--- src/rtl/debug_link_consts.vh ---
// Constants of the single-wire debug link target logic
`ifndef DEBUG_LINK_CONSTS_VH
`define DEBUG_LINK_CONSTS_VH
// ==========================================================
// Bit timing, in debug clock ticks
`define BIT_TICKS 16
`define RX_SAMPLE_TICK 10
`define TX_ONE_PULSE_TICK 7
`define TX_ZERO_LOW_TICKS 13
`define TX_END_TICK 14
`define DELAY_TICKS 16
`define TIMEOUT_TICKS 512
`define SYNC_DETECT_TICKS 128
`define SYNC_GAP_TICKS 16
`define SYNC_LOW_TICKS 128
// ==========================================================
// Command codes
`define CMD_HALT 8'h90
`define CMD_ACK_ENABLE 8'hD5
`define CMD_READ_STATUS 8'hE4
`define CMD_WRITE_CONTROL 8'hC4
`define CMD_MEM_FETCH 8'hE0
`define CMD_MEM_FETCH_WS 8'hE1
`define CMD_REREAD 8'hE8
`define CMD_MEM_STORE 8'hC0
`define CMD_MEM_STORE_WS 8'hC1
`define CMD_BKPT_FETCH 8'hE2
`define CMD_BKPT_LOAD 8'hC2
`define CMD_RESUME 8'h08
`define CMD_SINGLE_STEP 8'h10
// ==========================================================
// Status/control byte fields
`define STAT_ENABLE_BIT 7
`define STAT_ACTIVE_BIT 6
`define STAT_CLKSEL_BIT 2
`define CTRL_RESET 8'h00
// ==========================================================
// Frame phases
`define P_IDLE 4'h0
`define P_CMD 4'h1
`define P_ADDR 4'h2
`define P_WDATA 4'h3
`define P_CTRL 4'h4
`define P_BKW 4'h5
`define P_DELAY 4'h6
`define P_STAT 4'h7
`define P_RDATA 4'h8
`define P_BKR 4'h9
`endif

--- src/rtl/single_wire_debug_link.v ---
// Target-side logic of the single-wire debug link
//
// Overview of operation
// - MSB first, sixteen debug clocks per bit
// - 512 idle ticks abort command, no effects
// - Clock select bit picks bus or alternate
// - Sync edge, sample line ten ticks later
// - Target never drives during host bits
// - One: high speedup pulse at tick seven
// - Zero: low thirteen ticks, then high pulse
// - Commands open with eight-bit code
// - Delay slot lasts sixteen ticks, host quiet
// - Address 16, byte 8, word 16 bits
// - Status byte out, control byte in
// - Background-only commands need halted target
// - Halt command acts only when enabled
// - Read status and write control framing
// - Memory fetch, optional status before data
// - Reread returns status, last address byte
// - Memory store, optional status after delay
// - Breakpoint register fetch and load
// - Resume and single step with delay
// - Acknowledge enable command, non-intrusive
// - Sync reply: gap 16, low 128, pulse
`timescale 1ns/1ns
`default_nettype none
`include "debug_link_consts.vh"

module single_wire_debug_link (
  // Clock and reset
  input wire clk,
  input wire reset,
  // Debug clock source ticks
  input wire bus_clk_tick,
  input wire alt_clk_tick,
  // Debug line, pseudo-open-drain
  input wire debug_line_in,
  output wire debug_line_out,
  output wire debug_line_oe,
  // Core status and control
  input wire core_halted,
  output reg halt_req,
  output reg resume_req,
  output reg step_req,
  output reg ack_enable,
  output wire debug_enable_bit,
  output wire debug_clock_select,
  output reg [15:0] debug_breakpoint_match_reg,
  output reg timeout_abort,
  // Memory access port
  output reg mem_rd,
  output reg mem_wr,
  output reg [15:0] mem_addr,
  output reg [7:0] mem_wdata,
  input wire [7:0] mem_rdata,
  input wire mem_ack
);

  // ========================================================
  // Bit-level states
  localparam [2:0] B_WAIT = 3'h0;
  localparam [2:0] B_RX = 3'h1;
  localparam [2:0] B_TX = 3'h2;
  localparam [2:0] B_DELAY = 3'h3;
  localparam [2:0] S_WAITHI = 3'h4;
  localparam [2:0] S_GAP = 3'h5;
  localparam [2:0] S_LOW = 3'h6;
  localparam [2:0] S_PULSE = 3'h7;

  // ========================================================
  // Frame sequencing per command code
  function [3:0] next_phase;
    input [7:0] cmd;
    input [3:0] ph;
    input halted;
    begin
      case (ph)
        `P_CMD: begin
          case (cmd)
            `CMD_MEM_FETCH, `CMD_MEM_FETCH_WS,
            `CMD_MEM_STORE, `CMD_MEM_STORE_WS: next_phase = `P_ADDR;
            `CMD_REREAD, `CMD_READ_STATUS: next_phase = `P_STAT;
            `CMD_WRITE_CONTROL: next_phase = `P_CTRL;
            `CMD_BKPT_FETCH: next_phase = `P_BKR;
            `CMD_BKPT_LOAD: next_phase = `P_BKW;
            `CMD_HALT, `CMD_ACK_ENABLE: next_phase = `P_DELAY;
            // Background-only codes ignored while running
            `CMD_RESUME, `CMD_SINGLE_STEP:
              next_phase = halted ? `P_DELAY : `P_IDLE;
            default: next_phase = `P_IDLE;
          endcase
        end
        `P_ADDR: begin
          if (cmd == `CMD_MEM_STORE || cmd == `CMD_MEM_STORE_WS) begin
            next_phase = `P_WDATA;
          end else begin
            next_phase = `P_DELAY;
          end
        end
        `P_WDATA: next_phase = `P_DELAY;
        `P_DELAY: begin
          if (cmd == `CMD_MEM_FETCH) begin
            next_phase = `P_RDATA;
          end else if (cmd == `CMD_MEM_FETCH_WS ||
                       cmd == `CMD_MEM_STORE_WS) begin
            next_phase = `P_STAT;
          end else begin
            next_phase = `P_IDLE;
          end
        end
        `P_STAT: begin
          if (cmd == `CMD_READ_STATUS || cmd == `CMD_MEM_STORE_WS) begin
            next_phase = `P_IDLE;
          end else begin
            next_phase = `P_RDATA;
          end
        end
        default: next_phase = `P_IDLE;
      endcase
    end
  endfunction

  // Phases where the target sends
  function is_tx;
    input [3:0] ph;
    begin
      is_tx = (ph == `P_STAT) || (ph == `P_RDATA) || (ph == `P_BKR);
    end
  endfunction

  // ========================================================
  // State
  reg sync1_q; // First synchroniser stage
  reg line_q; // Synchronised line level
  reg line_prev_q; // Previous level, for edge detect
  reg [2:0] st_q; // Bit-level state
  reg [3:0] phase_q; // Frame phase
  reg enter_q; // Pulse: phase_q just changed
  reg [7:0] cmd_q; // Current command code
  reg [15:0] shift_q; // Field shift register
  reg [4:0] bits_q; // Bits left in field
  reg [7:0] tick_q; // Ticks in current bit/slot
  reg [9:0] idle_q; // Ticks since last host edge
  reg [7:0] low_q; // Ticks line held low
  reg [7:0] ctrl_q; // Status/control register
  reg [15:0] addr_q; // Address of last memory read
  reg [7:0] rdata_q; // Latched memory read data
  reg tx_bit_q; // Bit being returned

  wire fall = line_prev_q & ~line_q;
  wire dtick; // One tick of the debug clock
  wire [7:0] status_byte;
  wire busy; // A frame is under way

  // Clock source selection by control bit
  assign dtick = ctrl_q[`STAT_CLKSEL_BIT] ? alt_clk_tick
                                          : bus_clk_tick;
  assign debug_clock_select = ctrl_q[`STAT_CLKSEL_BIT];
  assign debug_enable_bit = ctrl_q[`STAT_ENABLE_BIT];
  // Active flag reflects the core, not the stored bit
  assign status_byte = {ctrl_q[7], core_halted, ctrl_q[5:0]};
  assign busy = (phase_q != `P_CMD) || (bits_q != 5'd8) ||
                (st_q != B_WAIT);

  // ========================================================
  // Line drive: only in target-to-host bits and sync reply
  // Host bits leave the pin released, so the host may
  // drive high freely.
  assign debug_line_oe = (st_q == B_TX &&
      (tx_bit_q ? tick_q == `TX_ONE_PULSE_TICK
                : tick_q <= `TX_ZERO_LOW_TICKS)) ||
      st_q == S_LOW || st_q == S_PULSE;
  assign debug_line_out = (st_q == B_TX &&
      (tx_bit_q || tick_q == `TX_ZERO_LOW_TICKS)) ||
      st_q == S_PULSE;

  // ========================================================
  // Line synchroniser and edge detect
  always @(posedge clk) begin
    if (reset) begin
      sync1_q <= 1'b1;
      line_q <= 1'b1;
      line_prev_q <= 1'b1;
    end else begin
      sync1_q <= debug_line_in;
      line_q <= sync1_q;
      line_prev_q <= line_q;
    end
  end

  // ========================================================
  // Protocol engine
  always @(posedge clk) begin
    if (reset) begin
      st_q <= B_WAIT;
      phase_q <= `P_CMD;
      enter_q <= 1'b0;
      cmd_q <= 8'h00;
      shift_q <= 16'h0000;
      bits_q <= 5'd8;
      tick_q <= 8'h00;
      idle_q <= 10'h000;
      low_q <= 8'h00;
      ctrl_q <= `CTRL_RESET;
      addr_q <= 16'h0000;
      rdata_q <= 8'h00;
      tx_bit_q <= 1'b0;
      debug_breakpoint_match_reg <= 16'h0000;
      halt_req <= 1'b0;
      resume_req <= 1'b0;
      step_req <= 1'b0;
      ack_enable <= 1'b0;
      timeout_abort <= 1'b0;
      mem_rd <= 1'b0;
      mem_wr <= 1'b0;
      mem_addr <= 16'h0000;
      mem_wdata <= 8'h00;
    end else begin
      // Pulses default low
      halt_req <= 1'b0;
      resume_req <= 1'b0;
      step_req <= 1'b0;
      timeout_abort <= 1'b0;
      mem_rd <= 1'b0;
      mem_wr <= 1'b0;
      enter_q <= 1'b0;
      if (mem_ack) begin
        rdata_q <= mem_rdata;
      end
      // Low-time meter for sync requests; our own low drive
      // must not count, or the tail of a sync reply (seen
      // late through the synchroniser) would look like a
      // fresh request
      if (line_q || debug_line_oe) begin
        low_q <= 8'h00;
      end else if (dtick && low_q != `SYNC_DETECT_TICKS) begin
        low_q <= low_q + 8'd1;
      end
      // Inactivity meter between host edges
      if (fall || !busy) begin
        idle_q <= 10'h000;
      end else if (dtick) begin
        idle_q <= idle_q + 10'd1;
      end

      if (st_q < S_WAITHI && low_q == `SYNC_DETECT_TICKS) begin
        // Long low: sync request, drop any frame
        st_q <= S_WAITHI;
        phase_q <= `P_CMD;
        bits_q <= 5'd8;
      end else if (dtick && idle_q == `TIMEOUT_TICKS - 1) begin
        // Abort with no side effects
        st_q <= B_WAIT;
        phase_q <= `P_CMD;
        bits_q <= 5'd8;
        timeout_abort <= 1'b1;
      end else if (enter_q) begin
        // Entering a phase: load field, start actions
        tick_q <= 8'h00;
        case (phase_q)
          `P_IDLE: begin
            phase_q <= `P_CMD;
            bits_q <= 5'd8;
          end
          `P_ADDR, `P_BKW, `P_BKR: bits_q <= 5'd16;
          default: bits_q <= 5'd8;
        endcase
        if (phase_q == `P_STAT) begin
          shift_q <= {status_byte, 8'h00};
          if (cmd_q == `CMD_REREAD) begin
            mem_rd <= 1'b1;
            mem_addr <= addr_q;
          end
        end else if (phase_q == `P_RDATA) begin
          shift_q <= {rdata_q, 8'h00};
        end else if (phase_q == `P_BKR) begin
          shift_q <= debug_breakpoint_match_reg;
        end
        if (phase_q == `P_DELAY) begin
          st_q <= B_DELAY;
          case (cmd_q)
            `CMD_MEM_FETCH, `CMD_MEM_FETCH_WS: begin
              mem_rd <= 1'b1;
              mem_addr <= shift_q;
              addr_q <= shift_q;
            end
            `CMD_MEM_STORE, `CMD_MEM_STORE_WS: begin
              mem_wr <= 1'b1;
              mem_wdata <= shift_q[7:0];
            end
            // Halt ignored unless debugging is enabled
            `CMD_HALT: halt_req <= ctrl_q[`STAT_ENABLE_BIT];
            `CMD_RESUME: resume_req <= 1'b1;
            `CMD_SINGLE_STEP: step_req <= 1'b1;
            `CMD_ACK_ENABLE: ack_enable <= 1'b1;
            default: ;
          endcase
        end
      end else begin
        case (st_q)
          B_WAIT: begin
            // Each bit begins at a host falling edge
            if (fall && phase_q != `P_IDLE) begin
              tick_q <= 8'h00;
              tx_bit_q <= shift_q[15];
              st_q <= is_tx(phase_q) ? B_TX : B_RX;
            end
          end
          B_RX: begin
            if (dtick) begin
              tick_q <= tick_q + 8'd1;
              if (tick_q == `RX_SAMPLE_TICK - 1) begin
                // Sample ten ticks after perceived start
                shift_q <= {shift_q[14:0], line_q};
                bits_q <= bits_q - 5'd1;
                st_q <= B_WAIT;
                if (bits_q == 5'd1) begin
                  enter_q <= 1'b1;
                  phase_q <= next_phase(
                      phase_q == `P_CMD ? {shift_q[6:0], line_q}
                                        : cmd_q,
                      phase_q, core_halted);
                  case (phase_q)
                    `P_CMD: cmd_q <= {shift_q[6:0], line_q};
                    // Address kept apart; the data byte reuses shift_q
                    `P_ADDR: mem_addr <= {shift_q[14:0], line_q};
                    `P_CTRL: ctrl_q <= {shift_q[6:0], line_q};
                    `P_BKW: debug_breakpoint_match_reg <=
                        {shift_q[14:0], line_q};
                    default: ;
                  endcase
                end
              end
            end
          end
          B_TX: begin
            // Bit ends after the speedup pulse, before
            // the host's next nominal edge
            if (dtick) begin
              tick_q <= tick_q + 8'd1;
              if (tick_q == `TX_END_TICK - 1) begin
                shift_q <= {shift_q[14:0], 1'b0};
                bits_q <= bits_q - 5'd1;
                st_q <= B_WAIT;
                if (bits_q == 5'd1) begin
                  enter_q <= 1'b1;
                  phase_q <= next_phase(cmd_q, phase_q, core_halted);
                end
              end
            end
          end
          B_DELAY: begin
            if (dtick) begin
              tick_q <= tick_q + 8'd1;
              if (tick_q == `DELAY_TICKS - 1) begin
                st_q <= B_WAIT;
                enter_q <= 1'b1;
                phase_q <= next_phase(cmd_q, phase_q, core_halted);
              end
            end
          end
          S_WAITHI: begin
            // Wait for host to release the line
            if (line_q) begin
              tick_q <= 8'h00;
              st_q <= S_GAP;
            end
          end
          S_GAP: begin
            if (dtick) begin
              tick_q <= tick_q + 8'd1;
              if (tick_q == `SYNC_GAP_TICKS - 1) begin
                tick_q <= 8'h00;
                st_q <= S_LOW;
              end
            end
          end
          S_LOW: begin
            if (dtick) begin
              tick_q <= tick_q + 8'd1;
              if (tick_q == `SYNC_LOW_TICKS - 1) begin
                st_q <= S_PULSE;
              end
            end
          end
          S_PULSE: begin
            // One tick high, then release
            if (dtick) begin
              st_q <= B_WAIT;
              phase_q <= `P_CMD;
              bits_q <= 5'd8;
              tick_q <= 8'h00;
            end
          end
          default: st_q <= B_WAIT;
        endcase
      end
    end
  end

endmodule // single_wire_debug_link
`default_nettype wire

--- config.mk ---
export PLATFORM = sky130hd
export DESIGN_NAME = single_wire_debug_link
export DESIGN_NICKNAME = d
export VERILOG_FILES = /design/src/rtl/single_wire_debug_link.v
export VERILOG_INCLUDE_DIRS = /design/src /design/src/rtl
export SDC_FILE = /design/constraint.sdc
export NUM_CORES = 1
export LEC_CHECK = 0
export BUFFER_PORTS_ARGS = -buffer_cell sky130_fd_sc_hd__buf_2
export CAP_MARGIN = 30
export CORE_ASPECT_RATIO = 1.75
export CORE_UTILIZATION = 45
export CTS_BUF_LIST = sky130_fd_sc_hd__clkbuf_16
export DETAILED_ROUTE_END_ITERATION = 6
export HOLD_SLACK_MARGIN = 0.05
export PLACE_DENSITY = 0.68
export SYNTH_ARGS = -nofsm -noshare
export SYNTH_HDL_FRONTEND = slang
export SYNTH_SLANG_ARGS = --single-unit
--- constraint.sdc ---
create_clock -name clk -period 3.23 [get_ports clk]
set_input_delay 0.1615 -clock clk [delete_from_list [all_inputs] [get_ports clk]]
set_output_delay 0.1615 -clock clk [all_outputs]
set_load 0.03 [all_outputs]
Word level (Yosys, flattened, before mapping)
Cells that the tools add are included.

$add $sub $neg: 4. $lt $le $gt $ge: 2. Bitwise logic cells: 7. Eq/ne operators: 86. Reduce and logical (&&, ||, !) cells: 69. Muxes and demuxes: 98.

Operator list (count): 16-bit two-way mux (18); 8-bit == test (second input constant) (23); 3-bit two-way mux (22); 8-bit two-way mux (8); 4-bit two-way mux (15); 4-bit one-hot mux with 7 select lines (2); 8-bit by 4-bit == test with 1-bit output (second input constant) (5); 5-bit != test (second input constant) (8); 4-bit one-hot mux with 5 select lines (2); 8-bit one-hot mux with 5 select lines (1); 3-bit != test (second input constant) (12); 5-bit two-way mux (7); 16-bit one-hot mux with 2 select lines (1); 14-bit AND reduction (2); 3-bit one-hot mux with 8 select lines (1); 8-bit AND reduction (3); 2-bit OR reduction (11); 7-bit AND reduction (3); 5-bit AND reduction (4); 4-bit OR reduction (5); 1-bit two-way mux (17); 8-bit by 1-bit adder with 8-bit output (second input constant) (2); 4-bit by 3-bit == test with 1-bit output (second input constant) (4); 8-bit by 5-bit == test with 1-bit output (second input constant) (2); 42 further kinds (88).

Register bits after elaboration: 146. Bits of input ports: 15. Word-level logic and storage cells: 293. Output and inout port bits: 51.

Depth between registers and ports, before layout
Depth in word-level cells: 12. Depth in mapped cells: 12. Depth with buffers taken out: 9.

Worst setup path after synthesis
OpenSTA, ideal clock, no wires.

Path type: register -> register. Start point: reg bits_q[1]. End point: reg debug_breakpoint_match_reg[15]. Required time: 3.098 ns. Path buffers: 3. Arrival: 2.505 ns. Slack: 0.592 ns. Period minus slack after synthesis: 2.638 ns. Cell stages (with the launch flop): 13. Setup time: 0.132 ns. Cell sequence: dfxtp_1 inv_1 ha_1 or4b_2 nor2_1 nand3_1 or3_1 buf_6 or3_1 buf_2 buf_2 nand2_1 a21oi_1.

Word-level cells in the longest chain between the ends: 2.

RTL lines: start, declared (RTL line single_wire_debug_link.v:141) `reg [4:0] bits_q;`; start signal, assigned (RTL line single_wire_debug_link.v:315) `bits_q <= bits_q - 5'd1;`; start signal, assigned (RTL line single_wire_debug_link.v:343) `bits_q <= bits_q - 5'd1;`; 5-bit by 1-bit == test with 1-bit output (RTL line single_wire_debug_link.v:317) `if (bits_q == 5'd1) begin`; 8-bit AND reduction (no line); end signal, assigned (RTL line single_wire_debug_link.v:328) `` `P_BKW: debug_breakpoint_match_reg <= ``; end, declared (RTL line single_wire_debug_link.v:48) `output reg [15:0] debug_breakpoint_match_reg,`.

Every way passes these cells. A chain may end at the register's enable or synchronous reset.

Final worst setup path
Start point: reg bits_q[1]. End point: reg debug_breakpoint_match_reg[1].

Same word-level chain as after synthesis.

==> reports/metrics.csv <==
stage;metric;value;unit
logic_synthesis;synth unique cells;72;
grt;overall routing resource usage;26.3;%
logic_synthesis;Syn Area/Cell;7.68;um2
worst_hold_path;HP Class;primary input to flop;
routing;vias per cell;5.81;
clock_tree;clock tree root driver cell;clkbuf_16;
logic_synthesis;fraction of registers with async set/reset;0;%
setup_path;Crit path arrival time;3.22;ns
setup_path;Worst Path Max Fanout;16;
logic_synthesis;area leader, netlist;dfxtp_1;
layout;nets@finish;1053;
routing;DRT Pass-1 Iters;5;
routing;Residual DRC;0;
setup_path;Max stage delay on crit path;0.64;ns
power_and_ir_drop;LEAKAGE;3.30;nW
setup_path;R2R Setup Slk;0.28;ns
power_and_ir_drop;worst vdd ir;0.000415;V
timing;fin crit share;91.2;%
timing;final hold violations;0;
logic_synthesis;Synth top area share;38.8;%
routing;DRT iter0 DRCs;499;
floorplanning;chip height;173;um
logic_synthesis;xor-xnor portion of the synthesized cell area;2.22;%
placement;routability cong.;0.911;
grt;largest net degree at the start of global routing;71;
timing;Setup WS post-layout;0.285;ns
layout;Antenna Cells;0;
logic_synthesis;post-synthesis simple-gate area fraction;27.4;%
clock_tree;Skew-Pair Late Insertion Delay;0.43;ns
layout;fraction of layout cells with a size suffix above 1;14.5;%
placement;Placed Cells;1225;
clock_tree;H-tree lvl count;4;
setup_path;CP max-delay cell;or3_1;
run_status;status;finished clean;
timing;slew of the pin with the lowest slew margin;0.861;ns
placement;Post-Place Setup Slack;0.337;ns
layout;register area;2900;um2
logic_synthesis;Synth Register Bits;145;
logic_synthesis;Post-Syn Instances;975;
timing;Tmin final;2.95;ns
timing;Worst Skew;0.0194;ns
clock_tree;Hold Buf Count CTS;9;
logic_synthesis;ranking of synthesized cells by area;dfxtp_1 (39%), nand2_1 (7.6%), nor2_1 (6.8%);
floorplanning;Core Rows;62;
timing;Slew Viols, Final;0;
logic_synthesis;Post-synth top flop;dfxtp_1;
logic_synthesis;compound-cell area share of the yosys netlist;19.3;%
logic_synthesis;Synthesized Nets;999;
clock_tree;clk sink count;145;
setup_path;CP Class;flop to flop;
run;max-cap violation count;0;
floorplanning;total die area;17200;um2
setup_path;data required time of the worst path;3.51;ns
clock_tree;CTS tree;yes;
timing;highest achievable clock rate;340;MHz
clock_tree;Post-CTS Repair Setup Buffers;0;
routing;final wirelength;22300;um
clock_tree;Worst-path clk slew;0.07;ns
clock_tree;Num CTS Buffers;17;
grt;antenna violations before repair;0;
logic_synthesis;combinational family with the most area after synthesis;simple AND/OR/NAND/NOR gates;
power_and_ir_drop;pwr/cell area;470;nW/um2
setup_path;Startpoint Class;flop;
clock_tree;post-cts sizing count;0;
setup_path;Worst setup EP type;flop;
layout;area grow syn2layout;16.7;%
placement;placed wire-length estimate;15600;um
logic_synthesis;post-synthesis sequential area ratio;38.8;%
layout;multi-input logic area;4270;um2
floorplanning;Initial Util;45.8;%
layout;final non-filler cell total;1266;
clock_tree;clk buf depth;2;
setup_path;CP dominant cell by count;or3_1;
logic_synthesis;mux cell area share after synthesis;6.18;%
layout;filler instances;1568;
logic_synthesis;Netlist Area Pre-Place;7490;um2
timing;RSZ-0062 raised after global routing;no;
logic_synthesis;synth warn;0;
floorplanning;Die W;99.5;um
floorplanning;Boundary Pins;66;
routing;average wire per cell in the routed design;17.6;um
timing;setup TNS;0;ns
logic_synthesis;number of enable flip-flop cells after synthesis;0;
grt;GRT Residual Overflow;0;
layout;most frequent cells in the layout;nand2_1 (151), dfxtp_1 (145), nor2_1 (135);
grt;vias in the first global route;6986;
layout;commonest non-fill, non-tap cell in the layout;nand2_1;
timing;relative slew slack;41.1;%
placement;I/O Buffers;65;
setup_path;cell chain of the critical path;inv_1, ha_1, or4b_2, nor2_1, nand3_1, or3_1, or3_1, nand2_1, a21oi_1;
grt;first-pass GRT wire length;35500;um
logic_synthesis;adder-cell share of the synthesized area;1.64;%
routing;via count;7351;
routing;Routed Antenna Nets;0;
floorplanning;Placeable Area;16400;um2
timing;final setup fails;0;
-- power breakdown --
group,total [W],internal [W],leakage [nW],switching [W]
clock,0.00197,0.00104,0.288,0.000929
combinational,0.000293,0.000111,1.84,0.000182
sequential,0.00185,0.00181,1.17,0.0000374
total,0.00411,0.00296,3.30,0.00115
-- logic make-up (layout without fill, tap and decap cells) --
kind of cell    Yosys count  count (layout)
mux                      46              46
simple gates            434             434
flops                   145             145
compound gates          235             235
fa+ha+maj                10              10
xor+xnor                 19              19
buf+inv                  86             153
-- worst paths after layout --
kind / start / to / cells past startpoint
setup / recovery: bits_q[1]$_SDFFE_PP0P_ / debug_breakpoint_match_reg[1]$_SDFFE_PP0P_ / 9
hold / removal: mem_ack / rdata_q[4]$_SDFFE_PP0P_ / 3
setup reg to reg: bits_q[1]$_SDFFE_PP0P_ / debug_breakpoint_match_reg[1]$_SDFFE_PP0P_ / 9
hold reg to reg: sync1_q$_SDFF_PP1_ / line_q$_SDFF_PP1_ / 1
-- critical path, delay by kind of cell, from the launching register on --
family	cells	cell delay, ns
and+or+nand+nor	6	2.16
DFF	1	0.33
adders and majority gates	1	0.14
buffers and inverters	1	0.10
AOI/OAI and AO/OA	1	0.07
-- cells in the mapped netlist, types with 13 or more instances --
cell and number:
inv_1 16, nand2_1 151, a21oi_1 95, dfxtp_1 145, o21ai_0 55, nor2_1 135, nand3_1 16, nor3_1 22
nor2b_1 14, mux2i_1 44, a311oi_1 17, xor2_1 13, clkbuf_1 61, nand4_1 14
-- layout make-up --
class / count / area share, %
inverters: 16 / 0.687
repair buffers: 105 / 7.44
multi-input cells: 744 / 48.8
well taps: 224 / 3.21
clock buffers: 17 / 4.87
clock inverters: 15 / 1.82
flip-flops and latches: 145 / 33.2
-- stage by stage --
step                      power [W]  util (%)  instance area, um2  hold slack, ns
final                       0.00411      53.4                8740           0.151
after global routing        0.00424      53.4                8740           0.164
after CTS                   0.00412      53.4                8740           0.152
after detailed placement    0.00217      49.3                8070           0.361
after global placement      0.00216      49.3                8070           0.358
after floorplan             0.00207         -                7490           0.265
-- per-layer routing --
| layer | vias to the layer above | share of wire (%) | GRT usage [%] |
|---|---|---|---|
| li1 | 3528 | - | - |
| met2 | 244 | 53 | 48.1 |
| met3 | 61 | 4.6 | 4.89 |
| met4 | 0 | 4.0 | 12.6 |
| met1 | 3518 | 39 | 28.6 |
| met5 | - | 0 | 0 |
No activity file was read; power rests on OpenSTA's default activity.
